--- src/design/tape_seq_defs.svh ---
// offsets, codes, field positions and reset values for the tape sequencer
`ifndef TAPE_SEQ_DEFS_SVH
`define TAPE_SEQ_DEFS_SVH
`define OFS_CMD 4'h0
`define OFS_INSTR 4'h1
`define OFS_BREG 4'h2
`define OFS_PREG 4'h3
`define OFS_CREG 4'h4
`define OFS_STATUS 4'h5
`define OFS_CW_LO 4'h6
`define OFS_CW_HI 4'h7
`define CMD_START_BIT 3
`define CMD_CLR_EOT_BIT 4
`define CMD_MOD_BIT 8
`define OP_READ_PREFACE 3'h1
`define OP_IW_FIXED 3'h2
`define OP_IW_PREFACE 3'h3
`define SIGN_CTRL_BLOCK 4'h7
`define BLOCKS_ZERO 7'h0a
`define WORDS_ZERO 7'h64
`define WORDS_MIN 7'h0a
`define WORDS_MAX 7'h64
`define MAX_RETRIES 2'h2
`define REG_RESET 32'h0
`define ADDR_RESET 16'h0
`define MEM_LAST_ADDR 16'h9999
`endif

--- src/design/tape_seq_pkg.sv ---
// types shared by the tape block sequencer
package tape_seq_pkg;
  typedef enum logic [3:0] {
    st_idle = 4'h0,
    st_rd_go = 4'h1,
    st_rd_word = 4'h3,
    st_rd_store = 4'h2,
    st_rd_end = 4'h6,
    st_wr_pref = 4'h7,
    st_wr_go = 4'h5,
    st_wr_fetch = 4'h4,
    st_wr_send = 4'hc,
    st_wr_next = 4'hd
  } seq_state_e;
  typedef enum logic [2:0] {
    alarm_none = 3'h0,
    alarm_no_addr = 3'h1,
    alarm_parity = 3'h2,
    alarm_eot = 3'h3,
    alarm_count = 3'h4,
    alarm_length = 3'h5,
    alarm_no_write = 3'h6,
    alarm_not_ready = 3'h7
  } alarm_cause_e;
endpackage

--- src/design/tape_seq.sv ---
// tape block sequencer: read with preface and the two initial writes
//
// Chosen here: the Avalon-MM slave port and the register offsets.
`timescale 1ns/1ns
`include "tape_seq_defs.svh"
module tape_seq (
  // clock and reset
  input wire logic core_clk,
  input wire logic sys_rst,
  // avalon-mm slave
  input wire logic [5:0] avs_address,
  input wire logic avs_read,
  input wire logic avs_write,
  input wire logic [31:0] avs_writedata,
  input wire logic [3:0] avs_byteenable,
  output logic [31:0] avs_readdata,
  output logic avs_waitrequest,
  // core storage
  output logic mem_req,
  output logic mem_we,
  output logic [15:0] mem_addr,
  output logic [43:0] mem_wdata,
  input wire logic mem_ack,
  input wire logic [43:0] mem_rdata,
  // tape unit control and status
  output logic [3:0] unit_sel,
  output logic tape_fwd,
  output logic tape_back,
  output logic tape_write_mode,
  input wire logic unit_ready,
  input wire logic unit_write_ok,
  input wire logic unit_eot_mark,
  // tape read stream
  input wire logic rd_valid,
  output logic rd_ready,
  input wire logic [43:0] rd_word,
  input wire logic rd_digit_ok,
  input wire logic rd_parity_err,
  input wire logic rd_eot_block,
  input wire logic rd_block_end,
  // tape write stream
  output logic wr_valid,
  input wire logic wr_ready,
  output logic [43:0] wr_word,
  output logic wr_block_end
);
  tape_seq_pkg::seq_state_e state;
  tape_seq_pkg::alarm_cause_e alarm;
  logic [31:0] cmd;
  logic [31:0] instr;
  logic [15:0] breg;
  logic [15:0] preg;
  logic [15:0] creg;
  logic [15:0] saved_c;
  logic [43:0] cw;
  logic [43:0] cw_mod;
  logic [15:0] addr;
  logic [15:0] blk_start;
  logic [6:0] blocks;
  logic [6:0] kk;
  logic [6:0] wi;
  logic [1:0] tries;
  logic [2:0] op;
  logic busy;
  logic eot_ind;
  logic eot_seen;
  logic count_bad;
  logic parity_seen;
  logic ctl_blk;
  logic eot_blk;
  logic ack;
  logic acc;
  logic start;
  logic no_addr;
  logic [6:0] kk_fixed;
  logic [6:0] n_dec;
  logic [31:0] status;

  // four-digit bcd sum, carry out of the top digit dropped
  function automatic logic [15:0] bcd_add(input logic [15:0] a, input logic [15:0] b);
    logic [15:0] r;
    logic [4:0] s;
    logic c;
    r = 16'h0;
    c = 1'b0;
    for (int i = 0; i < 4; i++) begin
      s = {1'b0, a[4*i+:4]} + {1'b0, b[4*i+:4]} + {4'h0, c};
      c = (s > 5'h09);
      if (c) begin
        s = s + 5'h06;
      end
      r[4*i+:4] = s[3:0];
    end
    return r;
  endfunction

  // two bcd digits to a count, 00 read as one hundred
  function automatic logic [6:0] bcd2_count(input logic [7:0] d);
    logic [6:0] v;
    v = 7'(d[7:4]) * 7'h0a + 7'(d[3:0]);
    return (v == 7'h0) ? `WORDS_ZERO : v;
  endfunction

  // byte-lane merge for register writes
  function automatic logic [31:0] merge(input logic [31:0] old, input logic [31:0] nw,
                                        input logic [3:0] be);
    logic [31:0] r;
    r = old;
    for (int i = 0; i < 4; i++) begin
      if (be[i]) begin
        r[8*i+:8] = nw[8*i+:8];
      end
    end
    return r;
  endfunction

  // word from tape on its way to storage
  function automatic logic [43:0] word_mod(input logic [43:0] w, input logic en,
                                           input logic [15:0] b);
    logic [43:0] r;
    r = w;
    if (en && w[43]) begin
      r[15:0] = bcd_add(w[15:0], b);
      r[43] = 1'b0;
    end
    return r;
  endfunction

  // avalon: one wait cycle, answer on the second
  assign acc = (avs_read || avs_write) && !ack;
  assign avs_waitrequest = acc;
  assign start = ack && avs_write && (avs_address[5:2] == `OFS_CMD) && avs_byteenable[0]
    && avs_writedata[`CMD_START_BIT] && !busy;
  always_ff @(posedge core_clk or posedge sys_rst) begin
    if (sys_rst) begin
      ack <= 1'b0;
    end else begin
      ack <= acc;
    end
  end

  assign status = {saved_c, 8'h0, eot_ind, 1'b0, alarm, 2'h0, busy};

  // read data captured while waitrequest is high, unmapped reads give zero
  always_ff @(posedge core_clk or posedge sys_rst) begin
    if (sys_rst) begin
      avs_readdata <= `REG_RESET;
    end else if (acc && avs_read) begin
      unique case (avs_address[5:2])
        `OFS_CMD: avs_readdata <= cmd;
        `OFS_INSTR: avs_readdata <= instr;
        `OFS_BREG: avs_readdata <= {16'h0, breg};
        `OFS_PREG: avs_readdata <= {16'h0, preg};
        `OFS_CREG: avs_readdata <= {16'h0, creg};
        `OFS_STATUS: avs_readdata <= status;
        `OFS_CW_LO: avs_readdata <= cw[31:0];
        `OFS_CW_HI: avs_readdata <= {20'h0, cw[43:32]};
        default: avs_readdata <= `REG_RESET;
      endcase
    end
  end

  // software-owned configuration registers, start bit not stored
  always_ff @(posedge core_clk or posedge sys_rst) begin
    if (sys_rst) begin
      cmd <= `REG_RESET;
      instr <= `REG_RESET;
      breg <= `ADDR_RESET;
      creg <= `ADDR_RESET;
    end else if (ack && avs_write && !busy) begin
      unique case (avs_address[5:2])
        `OFS_CMD: cmd <= merge(cmd, avs_writedata & 32'hffff_ffe7, avs_byteenable);
        `OFS_INSTR: instr <= merge(instr, avs_writedata, avs_byteenable);
        `OFS_BREG: breg <= 16'(merge({16'h0, breg}, avs_writedata, avs_byteenable));
        `OFS_CREG: creg <= 16'(merge({16'h0, creg}, avs_writedata, avs_byteenable));
        default: ;
      endcase
    end
  end

  // decoded instruction fields
  // zero blocks means ten
  assign n_dec = (instr[27:24] == 4'h0) ? `BLOCKS_ZERO : {3'h0, instr[27:24]};
  // words field 00 means one hundred
  assign kk_fixed = bcd2_count(instr[23:16]);
  assign cw_mod = cw[40] ? {cw[43:16], bcd_add(cw[15:0], breg)} : cw;
  // a storage access beyond the last location stops the instruction
  assign no_addr = (addr > `MEM_LAST_ADDR);
  assign mem_req = !no_addr && ((state == tape_seq_pkg::st_rd_store)
    || (state == tape_seq_pkg::st_wr_pref) || (state == tape_seq_pkg::st_wr_fetch));
  assign mem_we = (state == tape_seq_pkg::st_rd_store);
  assign mem_addr = addr;
  assign rd_ready = (state == tape_seq_pkg::st_rd_word);

  // end-of-tape indicator, a marker seen in the same cycle wins over clear
  always_ff @(posedge core_clk or posedge sys_rst) begin
    if (sys_rst) begin
      eot_ind <= 1'b0;
    end else if (state == tape_seq_pkg::st_wr_next && eot_seen
                 && (blocks == 7'h1 || op == `OP_IW_FIXED)) begin
      eot_ind <= 1'b1;
    end else if (ack && avs_write && avs_address[5:2] == `OFS_CMD && avs_byteenable[0]
                 && avs_writedata[`CMD_CLR_EOT_BIT]) begin
      eot_ind <= 1'b0;
    end
  end

  // main sequencer
  always_ff @(posedge core_clk or posedge sys_rst) begin
    if (sys_rst) begin
      state <= tape_seq_pkg::st_idle;
      alarm <= tape_seq_pkg::alarm_none;
      busy <= 1'b0;
      op <= 3'h0;
      preg <= `ADDR_RESET;
      saved_c <= `ADDR_RESET;
      cw <= 44'h0;
      addr <= `ADDR_RESET;
      blk_start <= `ADDR_RESET;
      blocks <= 7'h0;
      kk <= 7'h0;
      wi <= 7'h0;
      tries <= 2'h0;
      eot_seen <= 1'b0;
      count_bad <= 1'b0;
      parity_seen <= 1'b0;
      ctl_blk <= 1'b0;
      eot_blk <= 1'b0;
      mem_wdata <= 44'h0;
      wr_word <= 44'h0;
      wr_valid <= 1'b0;
      tape_fwd <= 1'b0;
      tape_back <= 1'b0;
      wr_block_end <= 1'b0;
      unit_sel <= 4'h0;
      tape_write_mode <= 1'b0;
    end else begin
      tape_fwd <= 1'b0;
      tape_back <= 1'b0;
      wr_block_end <= 1'b0;
      if (ack && avs_write && avs_address[5:2] == `OFS_PREG && !busy) begin
        preg <= 16'(merge({16'h0, preg}, avs_writedata, avs_byteenable));
      end
      if (busy && unit_eot_mark && tape_write_mode) begin
        eot_seen <= 1'b1;
      end
      if (busy && !unit_ready) begin
        alarm <= tape_seq_pkg::alarm_not_ready;
        busy <= 1'b0;
        wr_valid <= 1'b0;
        state <= tape_seq_pkg::st_idle;
      end else if (busy && no_addr) begin
        alarm <= tape_seq_pkg::alarm_no_addr;
        busy <= 1'b0;
        wr_valid <= 1'b0;
        state <= tape_seq_pkg::st_idle;
      end else begin
        unique case (state)
          tape_seq_pkg::st_idle: begin
            if (start) begin
              op <= avs_writedata[2:0];
              unit_sel <= avs_writedata[7:4];
              addr <= instr[28] ? bcd_add(instr[15:0], breg) : instr[15:0];
              blocks <= n_dec;
              tries <= 2'h0;
              eot_seen <= 1'b0;
              alarm <= tape_seq_pkg::alarm_none;
              tape_write_mode <= (avs_writedata[2:0] != `OP_READ_PREFACE);
              busy <= 1'b1;
              if (!unit_ready) begin
                alarm <= tape_seq_pkg::alarm_not_ready;
                busy <= 1'b0;
              end else if (eot_ind) begin
                // indicator still set means no backward move was made
                alarm <= tape_seq_pkg::alarm_eot;
                busy <= 1'b0;
              end else if (avs_writedata[2:0] == `OP_READ_PREFACE) begin
                state <= tape_seq_pkg::st_rd_go;
              end else if (!unit_write_ok) begin
                alarm <= tape_seq_pkg::alarm_no_write;
                busy <= 1'b0;
              end else if (avs_writedata[2:0] == `OP_IW_PREFACE) begin
                state <= tape_seq_pkg::st_wr_pref;
              end else if (avs_writedata[2:0] == `OP_IW_FIXED) begin
                kk <= kk_fixed;
                if (kk_fixed < `WORDS_MIN) begin
                  alarm <= tape_seq_pkg::alarm_length;
                  busy <= 1'b0;
                end else begin
                  state <= tape_seq_pkg::st_wr_go;
                end
              end else begin
                busy <= 1'b0;
              end
            end
          end
          tape_seq_pkg::st_rd_go: begin
            tape_fwd <= 1'b1;
            blk_start <= addr;
            wi <= 7'h0;
            count_bad <= 1'b0;
            parity_seen <= 1'b0;
            state <= tape_seq_pkg::st_rd_word;
          end
          tape_seq_pkg::st_rd_word: begin
            // gaps and blank tape give no words, the unit just waits
            if (rd_valid) begin
              wi <= wi + 7'h1;
              if (!rd_digit_ok) begin
                count_bad <= 1'b1;
              end
              if (rd_parity_err) begin
                parity_seen <= 1'b1;
              end
              mem_wdata <= word_mod(rd_word, cmd[`CMD_MOD_BIT], breg);
              if (wi == 7'h0) begin
                kk <= bcd2_count(rd_word[39:32]);
                // end-of-tape takes precedence over control marker
                ctl_blk <= (rd_word[43:40] == `SIGN_CTRL_BLOCK) && !rd_eot_block;
                eot_blk <= rd_eot_block;
                state <= tape_seq_pkg::st_rd_store;
              end else if (eot_blk) begin
                // control word kept, rest of block not stored
                if (wi == 7'h1) begin
                  cw <= rd_word;
                end
              end else if (ctl_blk && wi == kk) begin
                // last word stays as control word
                cw <= rd_word;
              end else begin
                state <= tape_seq_pkg::st_rd_store;
              end
            end else if (rd_block_end) begin
              state <= tape_seq_pkg::st_rd_end;
            end
          end
          tape_seq_pkg::st_rd_store: begin
            if (mem_ack) begin
              // preface at L, data at L+1 up to L+kk
              addr <= bcd_add(addr, 16'h0001);
              state <= tape_seq_pkg::st_rd_word;
            end
          end
          tape_seq_pkg::st_rd_end: begin
            if (count_bad || (!eot_blk && wi != kk + 7'h1)) begin
              // two retries, then alarm at failing block
              tape_back <= 1'b1;
              if (tries < `MAX_RETRIES) begin
                tries <= tries + 2'h1;
                addr <= blk_start;
                state <= tape_seq_pkg::st_rd_go;
              end else begin
                alarm <= tape_seq_pkg::alarm_count;
                busy <= 1'b0;
                state <= tape_seq_pkg::st_idle;
              end
            end else if (parity_seen) begin
              // data already stored, back up to reread
              tape_back <= 1'b1;
              alarm <= tape_seq_pkg::alarm_parity;
              busy <= 1'b0;
              state <= tape_seq_pkg::st_idle;
            end else if (ctl_blk || eot_blk) begin
              // save P and C, jump through modified last field
              cw <= {cw_mod[43:32], preg, cw_mod[15:0]};
              saved_c <= creg;
              preg <= cw_mod[15:0];
              busy <= 1'b0;
              // head already past the causing block
              state <= tape_seq_pkg::st_idle;
            end else begin
              tries <= 2'h0;
              blocks <= blocks - 7'h1;
              if (blocks == 7'h1) begin
                busy <= 1'b0;
                state <= tape_seq_pkg::st_idle;
              end else begin
                state <= tape_seq_pkg::st_rd_go;
              end
            end
          end
          tape_seq_pkg::st_wr_pref: begin
            if (mem_ack) begin
              // preface taken from digits one and two
              kk <= bcd2_count(mem_rdata[39:32]);
              wr_word <= mem_rdata;
              addr <= bcd_add(addr, 16'h0001);
              // length below ten words stops before motion
              if (bcd2_count(mem_rdata[39:32]) < `WORDS_MIN) begin
                alarm <= tape_seq_pkg::alarm_length;
                busy <= 1'b0;
                state <= tape_seq_pkg::st_idle;
              end else begin
                state <= tape_seq_pkg::st_wr_go;
              end
            end
          end
          tape_seq_pkg::st_wr_go: begin
            tape_fwd <= 1'b1;
            wi <= 7'h0;
            // own preface ahead of the first word
            if (op == `OP_IW_FIXED) begin
              wr_word <= {4'h0, instr[23:16], 32'h0};
            end
            wr_valid <= 1'b1;
            state <= tape_seq_pkg::st_wr_send;
          end
          tape_seq_pkg::st_wr_send: begin
            if (wr_ready) begin
              wr_valid <= 1'b0;
              if (wi == kk) begin
                wr_block_end <= 1'b1;
                state <= tape_seq_pkg::st_wr_next;
              end else begin
                state <= tape_seq_pkg::st_wr_fetch;
              end
            end
          end
          tape_seq_pkg::st_wr_fetch: begin
            if (mem_ack) begin
              wr_word <= mem_rdata;
              wr_valid <= 1'b1;
              wi <= wi + 7'h1;
              addr <= bcd_add(addr, 16'h0001);
              state <= tape_seq_pkg::st_wr_send;
            end
          end
          tape_seq_pkg::st_wr_next: begin
            blocks <= blocks - 7'h1;
            // fixed write stops at the marker, head at physical end
            if (blocks == 7'h1 || (eot_seen && op == `OP_IW_FIXED)) begin
              busy <= 1'b0;
              state <= tape_seq_pkg::st_idle;
            end else if (op == `OP_IW_PREFACE) begin
              state <= tape_seq_pkg::st_wr_pref;
            end else begin
              state <= tape_seq_pkg::st_wr_go;
            end
          end
          default: state <= tape_seq_pkg::st_idle;
        endcase
      end
    end
  end
endmodule

--- config.mk ---
export PLATFORM = sky130hd
export DESIGN_NAME = tape_seq
export DESIGN_NICKNAME = d
export VERILOG_FILES = /design/src/design/tape_seq_pkg.sv /design/src/design/tape_seq.sv
export VERILOG_INCLUDE_DIRS = /design/src /design/src/design
export SDC_FILE = /design/constraint.sdc
export NUM_CORES = 1
export LEC_CHECK = 0
export BUFFER_PORTS_ARGS = -buffer_cell sky130_fd_sc_hd__buf_2
export CAP_MARGIN = 10
export CORE_MARGIN = 2
export CORE_UTILIZATION = 42
export CTS_BUF_LIST = sky130_fd_sc_hd__clkbuf_8 sky130_fd_sc_hd__clkbuf_16
export CTS_CLUSTER_SIZE = 28
export DETAILED_ROUTE_END_ITERATION = 8
export PLACE_DENSITY = 0.66
export REMOVE_ABC_BUFFERS = 1
export SLEW_MARGIN = 20
export SYNTH_ARGS = -nofsm -noshare
export SYNTH_HDL_FRONTEND = slang
export SYNTH_SLANG_ARGS = --single-unit
export TNS_END_PERCENT = 50
--- constraint.sdc ---
create_clock -name core_clk -period 31.7 [get_ports core_clk]
set_input_delay 3.17 -clock core_clk [delete_from_list [all_inputs] [get_ports core_clk]]
set_output_delay 3.17 -clock core_clk [all_outputs]
set_load 0.05 [all_outputs]
==> metrics <==
Yosys reg bits=372; Lkg Pwr=12.4 nW; DRT iter0 DRCs=1,608; Tcrit/Tclk final=35.1%; finished layout cell area=25,200 um2; post-DR vias/cell=5.91; layout cells sized above 1=21.6%; Setup CP Type=input pin to flip-flop; post-layout net count=2,768; cell taking the most area after synthesis=dfrtp_1; top cells by area, synth=dfrtp_1 (43%), mux2_2 (6.5%), nand2_1 (6.0%), ha_1 (6.0%), mux2i_1 (2.8%); Final Max Tran Viols=0; outcome=complete, no violations; setup repair bufs after CTS=0; Die Area=53,200 um2; Reg clk slew, reported paths=0.06 ns; Yosys cell types=78; post-route setup slack=20.58 ns; Startpoint Class=input pin; WHS Path Cells=2; Synth-to-Final Area Change=17.0%; total of warnings raised by yosys=0; clk root buf=clkbuf_16; post-synth top area share=43.1%; Post-Layout Cell Count=3,203; DRC=0; IO Port Bufs=290; row count=83; setup violators final=0; chip height=231 um; Pre-antenna DRT Iters=6; sum of negative setup slack=0 ns; Hold Slack=0.460 ns; most frequent cells after synthesis=dfrtp_1 (372), nand2_1 (346), nor2_1 (140); simple-gate share of the synthesized area=14.9%; final hold vios=0; grt total ovfl=0; Post-synth EDFFs=0; Worst Path Buf+Inv=6; area fraction in compound gates after synthesis=17.4%; Primary FF master, synth=dfrtp_1; WP depth=33; Mapped Cells=2,237; Period minus WS final=11.12 ns; via count=18,900; Max Freq=0.0899 GHz; R2R depth=32; vias in the first global route=18,800; WL/cell=22.3 um; post-synthesis sequential area ratio=43.1%; Peak VDD IR=0.0000458 V; relative slew slack=24.9%; Ports=293; DP HPWL=51.6 mm; Synth Area in XOR/XNOR=2.92%; mux cell area share after synthesis=9.46%; Max stage delay on crit path=0.61 ns; CTS H-tree lvls=2; synthesized area=21,600 um2; placed insts=3,128; largest net degree at the start of global routing=88; CP max FO=4; Max Buffers Root-to-Sink=3; Top delay family on crit path=adder cells; CP max-delay cell=a221oi_1; Hold WC Path Type=flip-flop to flip-flop; DIE WIDTH=231 um; Avg Cell Area, Syn=9.64 um2; Crit. End Element=flip-flop; antenna-violating nets left=0; Post-Place Worst Slack=20.11 ns; overall routing resource usage=26.5%; CP Data Arrival Time=11.62 ns; Total Wirelength=71.3 mm; post-synthesis adder-cell area fraction=8.52%; Req. time, crit path=32.20 ns; Power per Cell Area=60.0 nW/um2; initial antenna violation count=4; TritonCTS Buffers=43; post-CTS sizing=0; Max Cap Viol=0; count leader, synth=dfrtp_1; Power Total=1.51 mW; Final Skew=0.0124 ns; main combinational cell family by area after synthesis=compound AO/OA/AOI/OAI gates; DP Area=23,800 um2; most used cell, CP=fa_1; final core occ=49.4%; starting density of the core=42.2%; Std-Cell Core Area=51,100 um2; clock sinks=372; gpl congestion=0.937; CTS tree=yes; Worst-Margin Slew=1.12 ns; worst skew pair latency=0.58 ns; first-pass GRT wire length=109 mm; setup repair after global routing missed its margin=false; Post-CTS Hold Buffers=0; Post-synth ARST share=100%
## worst register-to-register path, delay by kind of cell (launching register included)
kind,cells,cell delay (ns)
xor+xnor,2,0.68
buf+inv,5,0.54
simple gates,3,0.21
compound gates,9,2.60
mux,1,0.30
fa+ha+maj,12,4.04
flops,1,0.46
## final cells by class
class,count,area (um2)
inverters,92,353
repair buffers,322,1710
clock buffers,51,1190
diodes,1,2.50
multi-input cells,1663,11600
well taps,680,851
flip-flops and latches,372,9310
clock inverters,22,229
fillers,4834,25900
## registers in the layout (all words and copies together), names as in the netlist, 4 cells and up
| name | cells |
|---|---|
| instr | 32 |
| breg | 16 |
| unit_sel | 4 |
| blocks | 7 |
| mem_wdata | 44 |
| mem_addr | 16 |
| cmd | 30 |
| state | 4 |
| avs_readdata | 32 |
| preg | 16 |
| kk | 7 |
| blk_start | 16 |
| cw | 44 |
| wr_word | 44 |
| wi | 7 |
| saved_c | 16 |
| creg | 16 |
## logic make-up after synthesis
| logic type | count (synthesis) |
|---|---|
| AOI/OAI and AO/OA | 552 |
| xor gates and xnor gates | 72 |
| adders and majority gates | 131 |
| buffers and inverters | 202 |
| DFF | 372 |
| muxes | 188 |
| and+or+nand+nor | 720 |
## per-layer routing
| metal | wire length, um | vias up | part of all wire, % | track usage, % |
|---|---|---|---|---|
| li1 | - | 8587 | - | - |
| met1 | 29500 | 9415 | 41 | 34.7 |
| met2 | 33900 | 733 | 48 | 43.6 |
| met3 | 5180 | 172 | 7.3 | 4.83 |
| met4 | 2700 | 8 | 3.8 | 10.1 |
| met5 | 57 | - | 0.080 | 0 |
## power by group
part           internal (mW)  leakage [nW]  switching (mW)
logic                  0.178          6.69           0.272
clock network          0.304         0.736           0.205
registers              0.510          4.94          0.0459
## worst paths after layout
path	start	end	slack, ns
worst max-delay path	rd_word[0]	mem_wdata[14]	20.58
worst min register to register	wr_word[10]	wr_word[10]	0.46
worst max register to register	breg[0]	mem_wdata[14]	22.83
worst min-delay path	wr_word[10]	wr_word[10]	0.46
max in group asynchronous	sys_rst	preg[4]	26.76
min in group asynchronous	sys_rst	tape_back	2.70
## placed cells by master, fill, tap and decap left out, drive strengths merged, types with 45 or more instances in the layout
cell type,count
o21ai,114
a22oi,65
a21oi,86
clkbuf,51
inv,103
mux2,128
a31oi,61
mux2i,60
ha,103
dfrtp,372
nand3,77
nand2,346
buf,322
nor2,141
xnor2,45
Power figures use the tool's default switching activity.
